==> src/hdl/pfl_pkg.sv <==
// constants and types for the peripheral interrupt flag block
`default_nettype none
package pfl_pkg;

   ////////////////////////////////////////////////////////////////////////////
   // data memory addressing
   localparam int unsigned PFL_ADDR_W  = 12;
   localparam int unsigned PFL_BANK_W  = 5;
   localparam int unsigned PFL_OFS_W   = 7;
   localparam int unsigned PFL_DATA_W  = 8;

   localparam logic [6:0] PFL_OFS_CORE_CTRL = 7'h0b;
   localparam logic [4:0] PFL_BANK_REQ      = 5'h00;
   localparam logic [6:0] PFL_OFS_REQ_TWO   = 7'h12;
   localparam logic [6:0] PFL_OFS_REQ_THREE = 7'h13;
   localparam logic [4:0] PFL_BANK_ENA      = 5'h01;
   localparam logic [6:0] PFL_OFS_ENA_TWO   = 7'h12;
   localparam logic [6:0] PFL_OFS_ENA_THREE = 7'h13;

   ////////////////////////////////////////////////////////////////////////////
   // core interrupt control bit positions
   localparam int unsigned PFL_CC_GLOBAL_EN = 7;
   localparam int unsigned PFL_CC_PERIPH_EN = 6;
   localparam int unsigned PFL_CC_T0_EN     = 5;
   localparam int unsigned PFL_CC_EXT_EN    = 4;
   localparam int unsigned PFL_CC_IOC_EN    = 3;
   localparam int unsigned PFL_CC_T0_FLAG   = 2;
   localparam int unsigned PFL_CC_EXT_FLAG  = 1;
   localparam int unsigned PFL_CC_IOC_FLAG  = 0;

   // peripheral bank two bit positions
   localparam int unsigned PFL_P2_ADC  = 6;
   localparam int unsigned PFL_P2_BCL1 = 3;
   localparam int unsigned PFL_P2_BCL2 = 2;
   localparam int unsigned PFL_P2_TMR4 = 1;

   ////////////////////////////////////////////////////////////////////////////
   // masks and reset values
   localparam logic [7:0] PFL_MASK_TWO   = 8'h4e;
   localparam logic [7:0] PFL_MASK_THREE = 8'hff;
   localparam logic [7:0] PFL_RST_REG    = 8'h00;

   ////////////////////////////////////////////////////////////////////////////
   // types
   typedef enum logic [0:0] {
      PFL_RUN = 1'b0,
      PFL_ISR = 1'b1
   } pfl_isr_e;

   typedef struct packed {
      logic       timer0_overflow;
      logic       ext_pin;
      logic       pin_change_level;
      logic       adc;
      logic       bus_collision_one;
      logic       bus_collision_two;
      logic       timer4_match_two;
      logic [7:0] req_three;
   } pfl_event_s;

   typedef struct packed {
      logic [7:0] wreg;
      logic [7:0] status;
      logic [4:0] bank_sel;
      logic [6:0] pc_latch;
      logic [7:0] fsr0_lo;
      logic [7:0] fsr0_hi;
      logic [7:0] fsr1_lo;
      logic [7:0] fsr1_hi;
   } pfl_ctx_s;

endpackage : pfl_pkg
`default_nettype wire

==> src/hdl/pfl_flag_bank.sv <==
// bank of flag or enable bits with software write and hardware set
`default_nettype none
module pfl_flag_bank
   import pfl_pkg::*;
#(
   parameter int unsigned W    = 8,
   parameter logic [7:0]  MASK = 8'hff
) (
   // clock and reset
   input  wire logic         core_clk,
   input  wire logic         rst_n,
   // software write
   input  wire logic         wr_en,
   input  wire logic [W-1:0] wr_data,
   // hardware set
   input  wire logic [W-1:0] set,
   // stored bits
   output logic      [W-1:0] q
);

   // refuse widths the eight bit mask cannot cover
   if (W < 1 || W > 8) begin : g_bad_width
      $error("pfl_flag_bank width out of range");
   end

   logic [W-1:0] q_r;
   logic [W-1:0] q_nxt;

   ////////////////////////////////////////////////////////////////////////////
   // per bit next value, set beats clear
   genvar gi;
   generate
      for (gi = 0; gi < W; gi++) begin : g_bit
         always_comb begin
            if (!MASK[gi]) begin
               q_nxt[gi] = 1'b0;
            end else begin
               q_nxt[gi] = (wr_en ? wr_data[gi] : q_r[gi]) | set[gi];
            end
         end
      end
   endgenerate

   always_ff @(posedge core_clk) begin
      if (!rst_n) begin
         q_r <= PFL_RST_REG[W-1:0];
      end else begin
         q_r <= q_nxt;
      end
   end

   assign q = q_r;

endmodule : pfl_flag_bank
`default_nettype wire

==> src/hdl/pfl_irq_ctrl.sv <==
// interrupt flags, enables, request and context save of the core
`default_nettype none
module pfl_irq_ctrl
   import pfl_pkg::*;
(
   // clock and reset
   input  wire logic                  core_clk,
   input  wire logic                  rst_n,
   // data memory access
   input  wire logic [PFL_ADDR_W-1:0] mem_addr,
   input  wire logic                  mem_wr,
   input  wire logic                  mem_rd,
   input  wire logic [PFL_DATA_W-1:0] mem_wdata,
   output logic      [PFL_DATA_W-1:0] mem_rdata,
   output logic                       mem_hit,
   // peripheral events
   input  wire pfl_event_s            events,
   // cpu handshake
   input  wire logic                  cpu_take,
   input  wire logic                  cpu_return,
   input  wire pfl_ctx_s              cpu_ctx,
   output logic                       irq_req,
   output logic                       ctx_restore,
   output pfl_ctx_s                   ctx_shadow
);

   ////////////////////////////////////////////////////////////////////////////
   // address decode
   logic [PFL_BANK_W-1:0] bank;
   logic [PFL_OFS_W-1:0]  ofs;
   logic                  sel_core;
   logic                  sel_req_two;
   logic                  sel_req_three;
   logic                  sel_ena_two;
   logic                  sel_ena_three;

   assign bank          = mem_addr[PFL_ADDR_W-1:PFL_OFS_W];
   assign ofs           = mem_addr[PFL_OFS_W-1:0];
   assign sel_core      = (ofs == PFL_OFS_CORE_CTRL);
   assign sel_req_two   = (bank == PFL_BANK_REQ) && (ofs == PFL_OFS_REQ_TWO);
   assign sel_req_three = (bank == PFL_BANK_REQ) && (ofs == PFL_OFS_REQ_THREE);
   assign sel_ena_two   = (bank == PFL_BANK_ENA) && (ofs == PFL_OFS_ENA_TWO);
   assign sel_ena_three = (bank == PFL_BANK_ENA) && (ofs == PFL_OFS_ENA_THREE);

   ////////////////////////////////////////////////////////////////////////////
   // peripheral request and enable banks
   logic [7:0] req_two;
   logic [7:0] req_three;
   logic [7:0] ena_two;
   logic [7:0] ena_three;
   logic [7:0] set_two;

   always_comb begin
      set_two              = 8'h00;
      set_two[PFL_P2_ADC]  = events.adc;
      set_two[PFL_P2_BCL1] = events.bus_collision_one;
      set_two[PFL_P2_BCL2] = events.bus_collision_two;
      set_two[PFL_P2_TMR4] = events.timer4_match_two;
   end

   pfl_flag_bank #(
      .W    (8),
      .MASK (PFL_MASK_TWO)
   ) u_req_two (
      .core_clk (core_clk),
      .rst_n    (rst_n),
      .wr_en    (mem_wr && sel_req_two),
      .wr_data  (mem_wdata),
      .set      (set_two),
      .q        (req_two)
   );

   pfl_flag_bank #(
      .W    (8),
      .MASK (PFL_MASK_THREE)
   ) u_req_three (
      .core_clk (core_clk),
      .rst_n    (rst_n),
      .wr_en    (mem_wr && sel_req_three),
      .wr_data  (mem_wdata),
      .set      (events.req_three),
      .q        (req_three)
   );

   pfl_flag_bank #(
      .W    (8),
      .MASK (PFL_MASK_TWO)
   ) u_ena_two (
      .core_clk (core_clk),
      .rst_n    (rst_n),
      .wr_en    (mem_wr && sel_ena_two),
      .wr_data  (mem_wdata),
      .set      (8'h00),
      .q        (ena_two)
   );

   pfl_flag_bank #(
      .W    (8),
      .MASK (PFL_MASK_THREE)
   ) u_ena_three (
      .core_clk (core_clk),
      .rst_n    (rst_n),
      .wr_en    (mem_wr && sel_ena_three),
      .wr_data  (mem_wdata),
      .set      (8'h00),
      .q        (ena_three)
   );

   ////////////////////////////////////////////////////////////////////////////
   // core interrupt control register
   logic [7:0] core_ctrl_r;
   logic [7:0] core_ctrl_nxt;
   logic [7:0] core_ctrl_view;

   always_comb begin
      core_ctrl_nxt = core_ctrl_r;
      if (mem_wr && sel_core) begin
         core_ctrl_nxt = mem_wdata;
      end
      // hardware sets win over software clears
      core_ctrl_nxt[PFL_CC_T0_FLAG]  = core_ctrl_nxt[PFL_CC_T0_FLAG] | events.timer0_overflow;
      core_ctrl_nxt[PFL_CC_EXT_FLAG] = core_ctrl_nxt[PFL_CC_EXT_FLAG] | events.ext_pin;
      core_ctrl_nxt[PFL_CC_IOC_FLAG] = 1'b0;
      if (cpu_take) begin
         core_ctrl_nxt[PFL_CC_GLOBAL_EN] = 1'b0;
      end else if (cpu_return) begin
         core_ctrl_nxt[PFL_CC_GLOBAL_EN] = 1'b1;
      end
   end

   always_ff @(posedge core_clk) begin
      if (!rst_n) begin
         core_ctrl_r <= PFL_RST_REG;
      end else begin
         core_ctrl_r <= core_ctrl_nxt;
      end
   end

   // pin change flag mirrors the pin change level
   always_comb begin
      core_ctrl_view                  = core_ctrl_r;
      core_ctrl_view[PFL_CC_IOC_FLAG] = events.pin_change_level;
   end

   ////////////////////////////////////////////////////////////////////////////
   // interrupt request
   logic irq_req_r;
   logic irq_req_nxt;
   logic core_pending;
   logic periph_pending;

   always_comb begin
      core_pending = (core_ctrl_r[PFL_CC_T0_EN] && core_ctrl_r[PFL_CC_T0_FLAG])
                   || (core_ctrl_r[PFL_CC_EXT_EN] && core_ctrl_r[PFL_CC_EXT_FLAG])
                   || (core_ctrl_r[PFL_CC_IOC_EN] && events.pin_change_level);
      periph_pending = core_ctrl_r[PFL_CC_PERIPH_EN]
                     && ((|(ena_two & req_two)) || (|(ena_three & req_three)));
      irq_req_nxt = core_ctrl_r[PFL_CC_GLOBAL_EN] && (core_pending || periph_pending);
   end

   always_ff @(posedge core_clk) begin
      if (!rst_n) begin
         irq_req_r <= 1'b0;
      end else begin
         irq_req_r <= irq_req_nxt;
      end
   end

   assign irq_req = irq_req_r;

   ////////////////////////////////////////////////////////////////////////////
   // context save and restore
   pfl_isr_e isr_r;
   pfl_isr_e isr_nxt;
   pfl_ctx_s shadow_r;
   pfl_ctx_s shadow_nxt;
   logic     restore_r;
   logic     restore_nxt;

   always_comb begin
      isr_nxt     = isr_r;
      shadow_nxt  = shadow_r;
      restore_nxt = 1'b0;
      unique case (isr_r)
         PFL_RUN: begin
            if (cpu_take) begin
               shadow_nxt = cpu_ctx;
               isr_nxt    = PFL_ISR;
            end
         end
         PFL_ISR: begin
            if (cpu_return) begin
               restore_nxt = 1'b1;
               isr_nxt     = PFL_RUN;
            end
         end
      endcase
   end

   always_ff @(posedge core_clk) begin
      if (!rst_n) begin
         isr_r     <= PFL_RUN;
         shadow_r  <= '0;
         restore_r <= 1'b0;
      end else begin
         isr_r     <= isr_nxt;
         shadow_r  <= shadow_nxt;
         restore_r <= restore_nxt;
      end
   end

   assign ctx_restore = restore_r;
   assign ctx_shadow  = shadow_r;

   ////////////////////////////////////////////////////////////////////////////
   // read data
   logic [7:0] rdata_r;
   logic [7:0] rdata_nxt;
   logic       hit_r;
   logic       hit_nxt;

   always_comb begin
      rdata_nxt = 8'h00;
      hit_nxt   = 1'b0;
      if (mem_rd) begin
         hit_nxt = 1'b1;
         if (sel_core) begin
            rdata_nxt = core_ctrl_view;
         end else if (sel_req_two) begin
            rdata_nxt = req_two;
         end else if (sel_req_three) begin
            rdata_nxt = req_three;
         end else if (sel_ena_two) begin
            rdata_nxt = ena_two;
         end else if (sel_ena_three) begin
            rdata_nxt = ena_three;
         end else begin
            hit_nxt = 1'b0;
         end
      end
   end

   always_ff @(posedge core_clk) begin
      if (!rst_n) begin
         rdata_r <= 8'h00;
         hit_r   <= 1'b0;
      end else begin
         rdata_r <= rdata_nxt;
         hit_r   <= hit_nxt;
      end
   end

   assign mem_rdata = rdata_r;
   assign mem_hit   = hit_r;

endmodule : pfl_irq_ctrl
`default_nettype wire

==> config.mk <==
export PLATFORM = sky130hd
export DESIGN_NAME = pfl_irq_ctrl
export DESIGN_NICKNAME = d
export VERILOG_FILES = /design/src/hdl/pfl_pkg.sv /design/src/hdl/pfl_flag_bank.sv /design/src/hdl/pfl_irq_ctrl.sv
export SDC_FILE = /design/constraint.sdc
export NUM_CORES = 1
export LEC_CHECK = 0
export BUFFER_PORTS_ARGS = -buffer_cell sky130_fd_sc_hd__buf_2
export CAP_MARGIN = 30
export CORE_ASPECT_RATIO = 1.4
export CORE_MARGIN = 8
export CORE_UTILIZATION = 45
export DETAILED_ROUTE_END_ITERATION = 10
export PLACE_DENSITY = 0.79
export SLEW_MARGIN = 20
export SYNTH_ARGS = -nofsm -noshare
export SYNTH_HDL_FRONTEND = slang
export SYNTH_SLANG_ARGS = --single-unit
==> constraint.sdc <==
create_clock -name core_clk -period 1.85 [get_ports core_clk]
set_input_delay 0.0925 -clock core_clk [delete_from_list [all_inputs] [get_ports core_clk]]
set_output_delay 0.0925 -clock core_clk [all_outputs]
set_load 0.005 [all_outputs]
## Yosys cells after proc, flatten, opt, wreduce, memory -nomap -nowiden

Cells that the tools add are included.

| storage, ports and cells | value |
|---|---|
| logic and storage cells | 99 |
| output and inout bits | 71 |
| input port bits | 101 |
| flip-flop bits (word level) | 112 |

| operators by class | value |
|---|---|
| reduce and logical (&&, ||, !) cells | 26 |
| multiplexer cells | 28 |
| bitwise logic cells | 18 |
| equality and inequality tests | 4 |

Operators with widths:

| cell | number |
|---|---|
| 8-bit 2-to-1 mux | 6 |
| 1-bit 2-to-1 mux | 21 |
| 8-bit AND | 2 |
| 8-bit OR reduction | 2 |
| 7-bit by 5-bit == test with 1-bit output (second input constant) | 2 |
| 1-bit logical AND | 14 |
| 1-bit bitwise OR | 14 |
| 7-bit by 4-bit == test with 1-bit output (second input constant) | 1 |
| 2-bit AND reduction | 3 |
| 5-bit by 1-bit == test with 1-bit output (second input constant) | 1 |
| 5-bit logical NOT | 1 |
| 1-bit logical OR | 4 |
| 1-bit inverter | 2 |
| 1-bit case mux with 2 select lines | 1 |
| 2-bit nonzero test | 1 |
| 2-bit OR reduction | 1 |

## Depth between registers and ports, before layout

| depth | value |
|---|---|
| depth after elaboration | 7 |
| mapped depth | 5 |
| gate-level depth less buffers | 4 |

## Cells and area by module

A second synthesis with hierarchy kept.

| unflattened totals | value |
|---|---|
| cell total of the unflattened synthesis | 465 |
| area, all modules | 4156.5 µm² |

Modules (own cells, without submodules):

| module | area an instance (µm²) | seq. area each (µm²) | cells an instance | instances |
|---|---|---|---|---|
| pfl_irq_ctrl | 3067.9 | 1581.5 | 379 | 1 |
| pfl_flag_bank (u_ena_three ...) | 355.3 | 160.2 | 26 | 2 |
| pfl_flag_bank (u_ena_two ...) | 188.9 | 80.1 | 17 | 2 |

## Least setup slack after synthesis

Ideal clock, no wire load.

| path | value |
|---|---|
| path type | input-to-reg |
| from | in mem_addr[11] |
| to | reg u_req_three.q_r[0], in the netlist u_req_three.q[0] |
| required time | 1.718 ns |
| library setup time | 0.132 ns |
| cell stages on the path | 5 |
| arrival time | 1.545 ns |
| slack | 0.172 ns |
| buffers on the path | 1 |
| cell sequence | or4b_4 > or4_1 > buf_6 > mux2i_1 > a21oi_1 |

| between the ends | value |
|---|---|
| cells in the longest elaborated chain, start to end | 5 |

Ends and longest elaborated chain:

| element | line | source |
|---|---|---|
| start: declaration | pfl_irq_ctrl.sv:10 | `input wire logic [PFL_ADDR_W-1:0] mem_addr,` |
| 5-bit logical NOT | pfl_irq_ctrl.sv:41 | `assign sel_req_three = (bank == PFL_BANK_REQ) && (ofs == PFL_OFS_REQ_THREE);` |
| 1-bit logical AND | pfl_irq_ctrl.sv:41 |  |
| 1-bit logical AND | pfl_irq_ctrl.sv:79 | `.wr_en (mem_wr && sel_req_three),` |
| 1-bit 2-to-1 mux | pfl_flag_bank.sv:38 | `q_nxt[gi] = (wr_en ? wr_data[gi] : q_r[gi]) \| set[gi];` |
| 1-bit bitwise OR | pfl_flag_bank.sv:38 |  |
| end signal: assignment | pfl_flag_bank.sv:46 | `q_r <= PFL_RST_REG[W-1:0];` |
| end signal: assignment | pfl_flag_bank.sv:48 | `q_r <= q_nxt;` |
| end: declaration | pfl_flag_bank.sv:26 | `logic [W-1:0] q_r;` |

Every way passes these cells.
A chain may end at the register's enable or synchronous reset.

## Worst setup path in the final report

| path | value |
|---|---|
| from | in mem_addr[11] |
| to | reg u_req_three.q_r[6], in the netlist u_req_three.q[6] |

Same word-level chain as after synthesis.

==> metrics.cfg <==
[run_status]
status = finished, final reports clean

[power_and_ir_drop]
irDropWorstVdd_v = 0.000637
p_int_mw = 3.81
power.total_mw = 5.01
netSwitchingFraction_pct = 23.8
switching_power_mw = 1.19
comb_power_share_pct = 12.9
power.density_nw_per_um2 = 839
power_leakage_nw = 2.88
power.share.clock_pct = 39.5
power_frac_seq_pct = 47.6

[logic_synthesis]
synth_fp_nets = 565
ys.flop_type = dfxtp_1
synth_area_um2 = 3980
synth-simple-area-share_pct = 20.3
syn_area_per_cell_um2 = 8.57
synth_compound_area_share_pct = 13.8
synthDistinctLibCells = 42
synth_fa_ha_area_share_pct = 0
yosys_warnings = 0
synthArstFlopShare_pct = 0
synth_edf_count = 0
synth_xor_area_share_pct = 0
synth_top_family_by_area = simple AND/OR/NAND/NOR gates
muxShareOfSynthArea_pct = 9.73
synth_cells = 464
yosysSeqAreaShare_pct = 51.9
ys_ff_latch = 103

[die]
rows = 40
die-area_um2 = 12100
start_util_pct = 46.2
fp.dieW_um = 95.4
core_area_um2 = 8610
fp.dieH_um = 127
ios = 172

[sta]
finalClockSkew_ps = 4.96
fin_crit_sh_pct = 84.5
min_period_ps = 1560
slew_headroom_pct = 73.5
drv_slew = 0
tns_ps = 0
fmax_mhz = 640
rsz0062_at_grt = no
setup_viol = 0
hold_slack_ps = 5.73
tightest_slew_ps = 392
hold_viol = 0

[worst_setup_path]
rrSetupSlack_ps = 420
rr_worst_depth = 4
required_ps = 2060
reg2reg_from = isr_r
worstPathMaxFanout = 8
regToRegEndpoint = ctx_shadow[42]
critPathLaunchType = primary input
critPathCaptureType = flop
worstSetupPathType = primary input to flop
arrival_ps = 1780

[detailed_routing]
drtIter0Drc = 335
wl_met1_um = 4800
drtPass1Iterations = 5
wl_per_cell_um = 16.7
routed.top_layer = met4
avgViaCountPerCell = 5.25
dr_total_vias = 4238
drc = 0
wl_met3_um = 1340
drt_wl_total_um = 13500
detail-route-antenna-nets = 0
routed-wl-met2_um = 6880

[hold_path]
holdPathEnd = ctx_shadow[11]
min_from = cpu_ctx[11]
hold_path_depth = 3
hold_path.class = primary input to flop

[placed_design]
placed_area_um2 = 4990
io_buffers = 171
place.gp.congestion = 0.881
place_hpwl_um = 8790

[clocking]
cts_max_path_buffers = 2
root_buffer = clkbuf_16
path_clk_slew_ps = 70
post_cts_resized = 0
cts.sinks = 103
h-tree-depth = 3
cts-buffers-inserted = 9
postCtsSetupBuffers = 0
cts_tree = yes
insertion_delay_ps = 340

[finish]
final_area_um2 = 5970
drive_above_1_share_pct = 30.0
layout.nets = 797
syn2layout_area_growth_pct = 50.1

[grt]
antenna_found_initial = 1
grt_pass1_vias = 4359
grt_usage_pct = 21.6
grt_start_max_net_pins = 91
grt_first_pass_wirelength_um = 20900
overflow = 0

[run]
maxCapViolCount = 0

-- sequential cells by signal (all words and copies together) (netlist names) --
signal         flops
ctx_shadow        60
mem_rdata          8
u_ena_three.q      8
u_req_three.q      8
core_ctrl_r        7
u_ena_two.q        4
u_req_two.q        4
ctx_restore        1
irq_req            1
isr_r              1
mem_hit            1
-- layout by cell type (no fill, tap or decap), types with 2 or more instances in the layout --
| cell type | count |
|---|---|
| buf_2 | 171 |
| nand2_1 | 131 |
| dfxtp_1 | 103 |
| a21oi_1 | 75 |
| dlygate4sd3_1 | 65 |
| mux2i_1 | 33 |
| nor2_1 | 25 |
| inv_1 | 12 |
| buf_4 | 11 |
| clkbuf_16 | 9 |
| nor3_1 | 6 |
| a22oi_1 | 6 |
| o21ai_1 | 3 |
| clkbuf_8 | 3 |
| buf_12 | 3 |
| diode_2 | 2 |
| nand3_1 | 2 |
| or4_1 | 2 |
| and3_1 | 2 |
| a211oi_1 | 2 |
| nand2b_1 | 2 |
| nand4bb_1 | 2 |
| o21ai_0 | 2 |
| nor2b_1 | 2 |
| mux4_2 | 2 |
| a32oi_1 | 2 |
| clkinv_4 | 2 |
-- final cells by class --
type	count	area (µm²)
Antenna cell	2	5.00
Clock buffer	12	267
Clock inverter	4	52.6
Fill cell	629	2640
Inverter	13	48.8
Multi-Input combinational cell	319	1750
Sequential cell	103	2060
Tap cell	105	131
Timing Repair Buffer	250	1650
-- how the worst max path moves through the flow --
stage	cells past startpoint	end	start
final	6	u_req_three.q[6]	mem_addr[11]
after global routing	6	u_req_three.q[6]	mem_addr[11]
after CTS	6	u_req_three.q[6]	mem_addr[11]
after detailed placement	6	u_req_three.q[4]	mem_addr[11]
after global placement	6	u_req_three.q[7]	mem_addr[11]
after floorplan	5	u_req_three.q[0]	mem_addr[11]
-- power by group through the flow --
stage          registers [mW]  logic [mW]  clock network, mW
2_1_floorplan            2.43       0.233                  0
3_3_place_gp             2.42       0.505                  0
3_5_place_dp             2.43       0.521                  0
4_1_cts                  2.38       0.631               2.00
5_1_grt                  2.39       0.701               2.10
6_report                 2.38       0.646               1.98
-- repair_timing --
action	CTS	global route
endpoints found under the setup margin	0	0
endpoints found under the hold margin	65	0
hold buffers	65	0
-- critical path, stage by stage --
cell     delay (ps)
buf_2           100
or4b_4          540
or4_1           530
buf_4           210
mux2i_1         200
a21oi_1          90
-- synth_stat cells (all sizes together) (2+ instances only) --
master	count	area share, %
nand2	131	12
clkbuf	21	2.0
and3	2	0.31
inv	13	1.2
a21oi	75	9.4
a22oi	6	1.1
dfxtp	103	52
nor2b	3	0.47
nor4b	2	0.82
a211oi	2	0.38
nor2	25	2.4
mux4	2	1.1
nand3	2	0.25
a32oi	2	0.44
nand4bb	2	0.57
buf	8	1.1
mux2i	33	8.3
o21ai	5	0.63
nand2b	3	0.47
nor3	6	0.76
or4	2	0.38
-- stage by stage --
stage / worst slack, ps / instances / utilization, %
after floorplan: 172 / 464 / -
after global placement: 30.5 / 725 / 58.0
after detailed placement: -14.5 / 725 / 58.0
after CTS: 299 / 806 / 69.3
after global routing: 251 / 807 / 69.3
final: 287 / 808 / 69.3
-- layer usage --
layer / GRT usage [%] / up-vias
met4: 11.0 / 0
li1: - / 2028
met5: 0 / -
met3: 7.56 / 41
met1: 21.9 / 1961
met2: 37.8 / 208
-- cell families after synthesis --
group,count (synthesis)
flip-flops,103
AO/OA/AOI/OAI,98
buffers and inverters,42
multiplexers,36
AND/OR/NAND/NOR,185
Power figures use the tool's default switching activity.
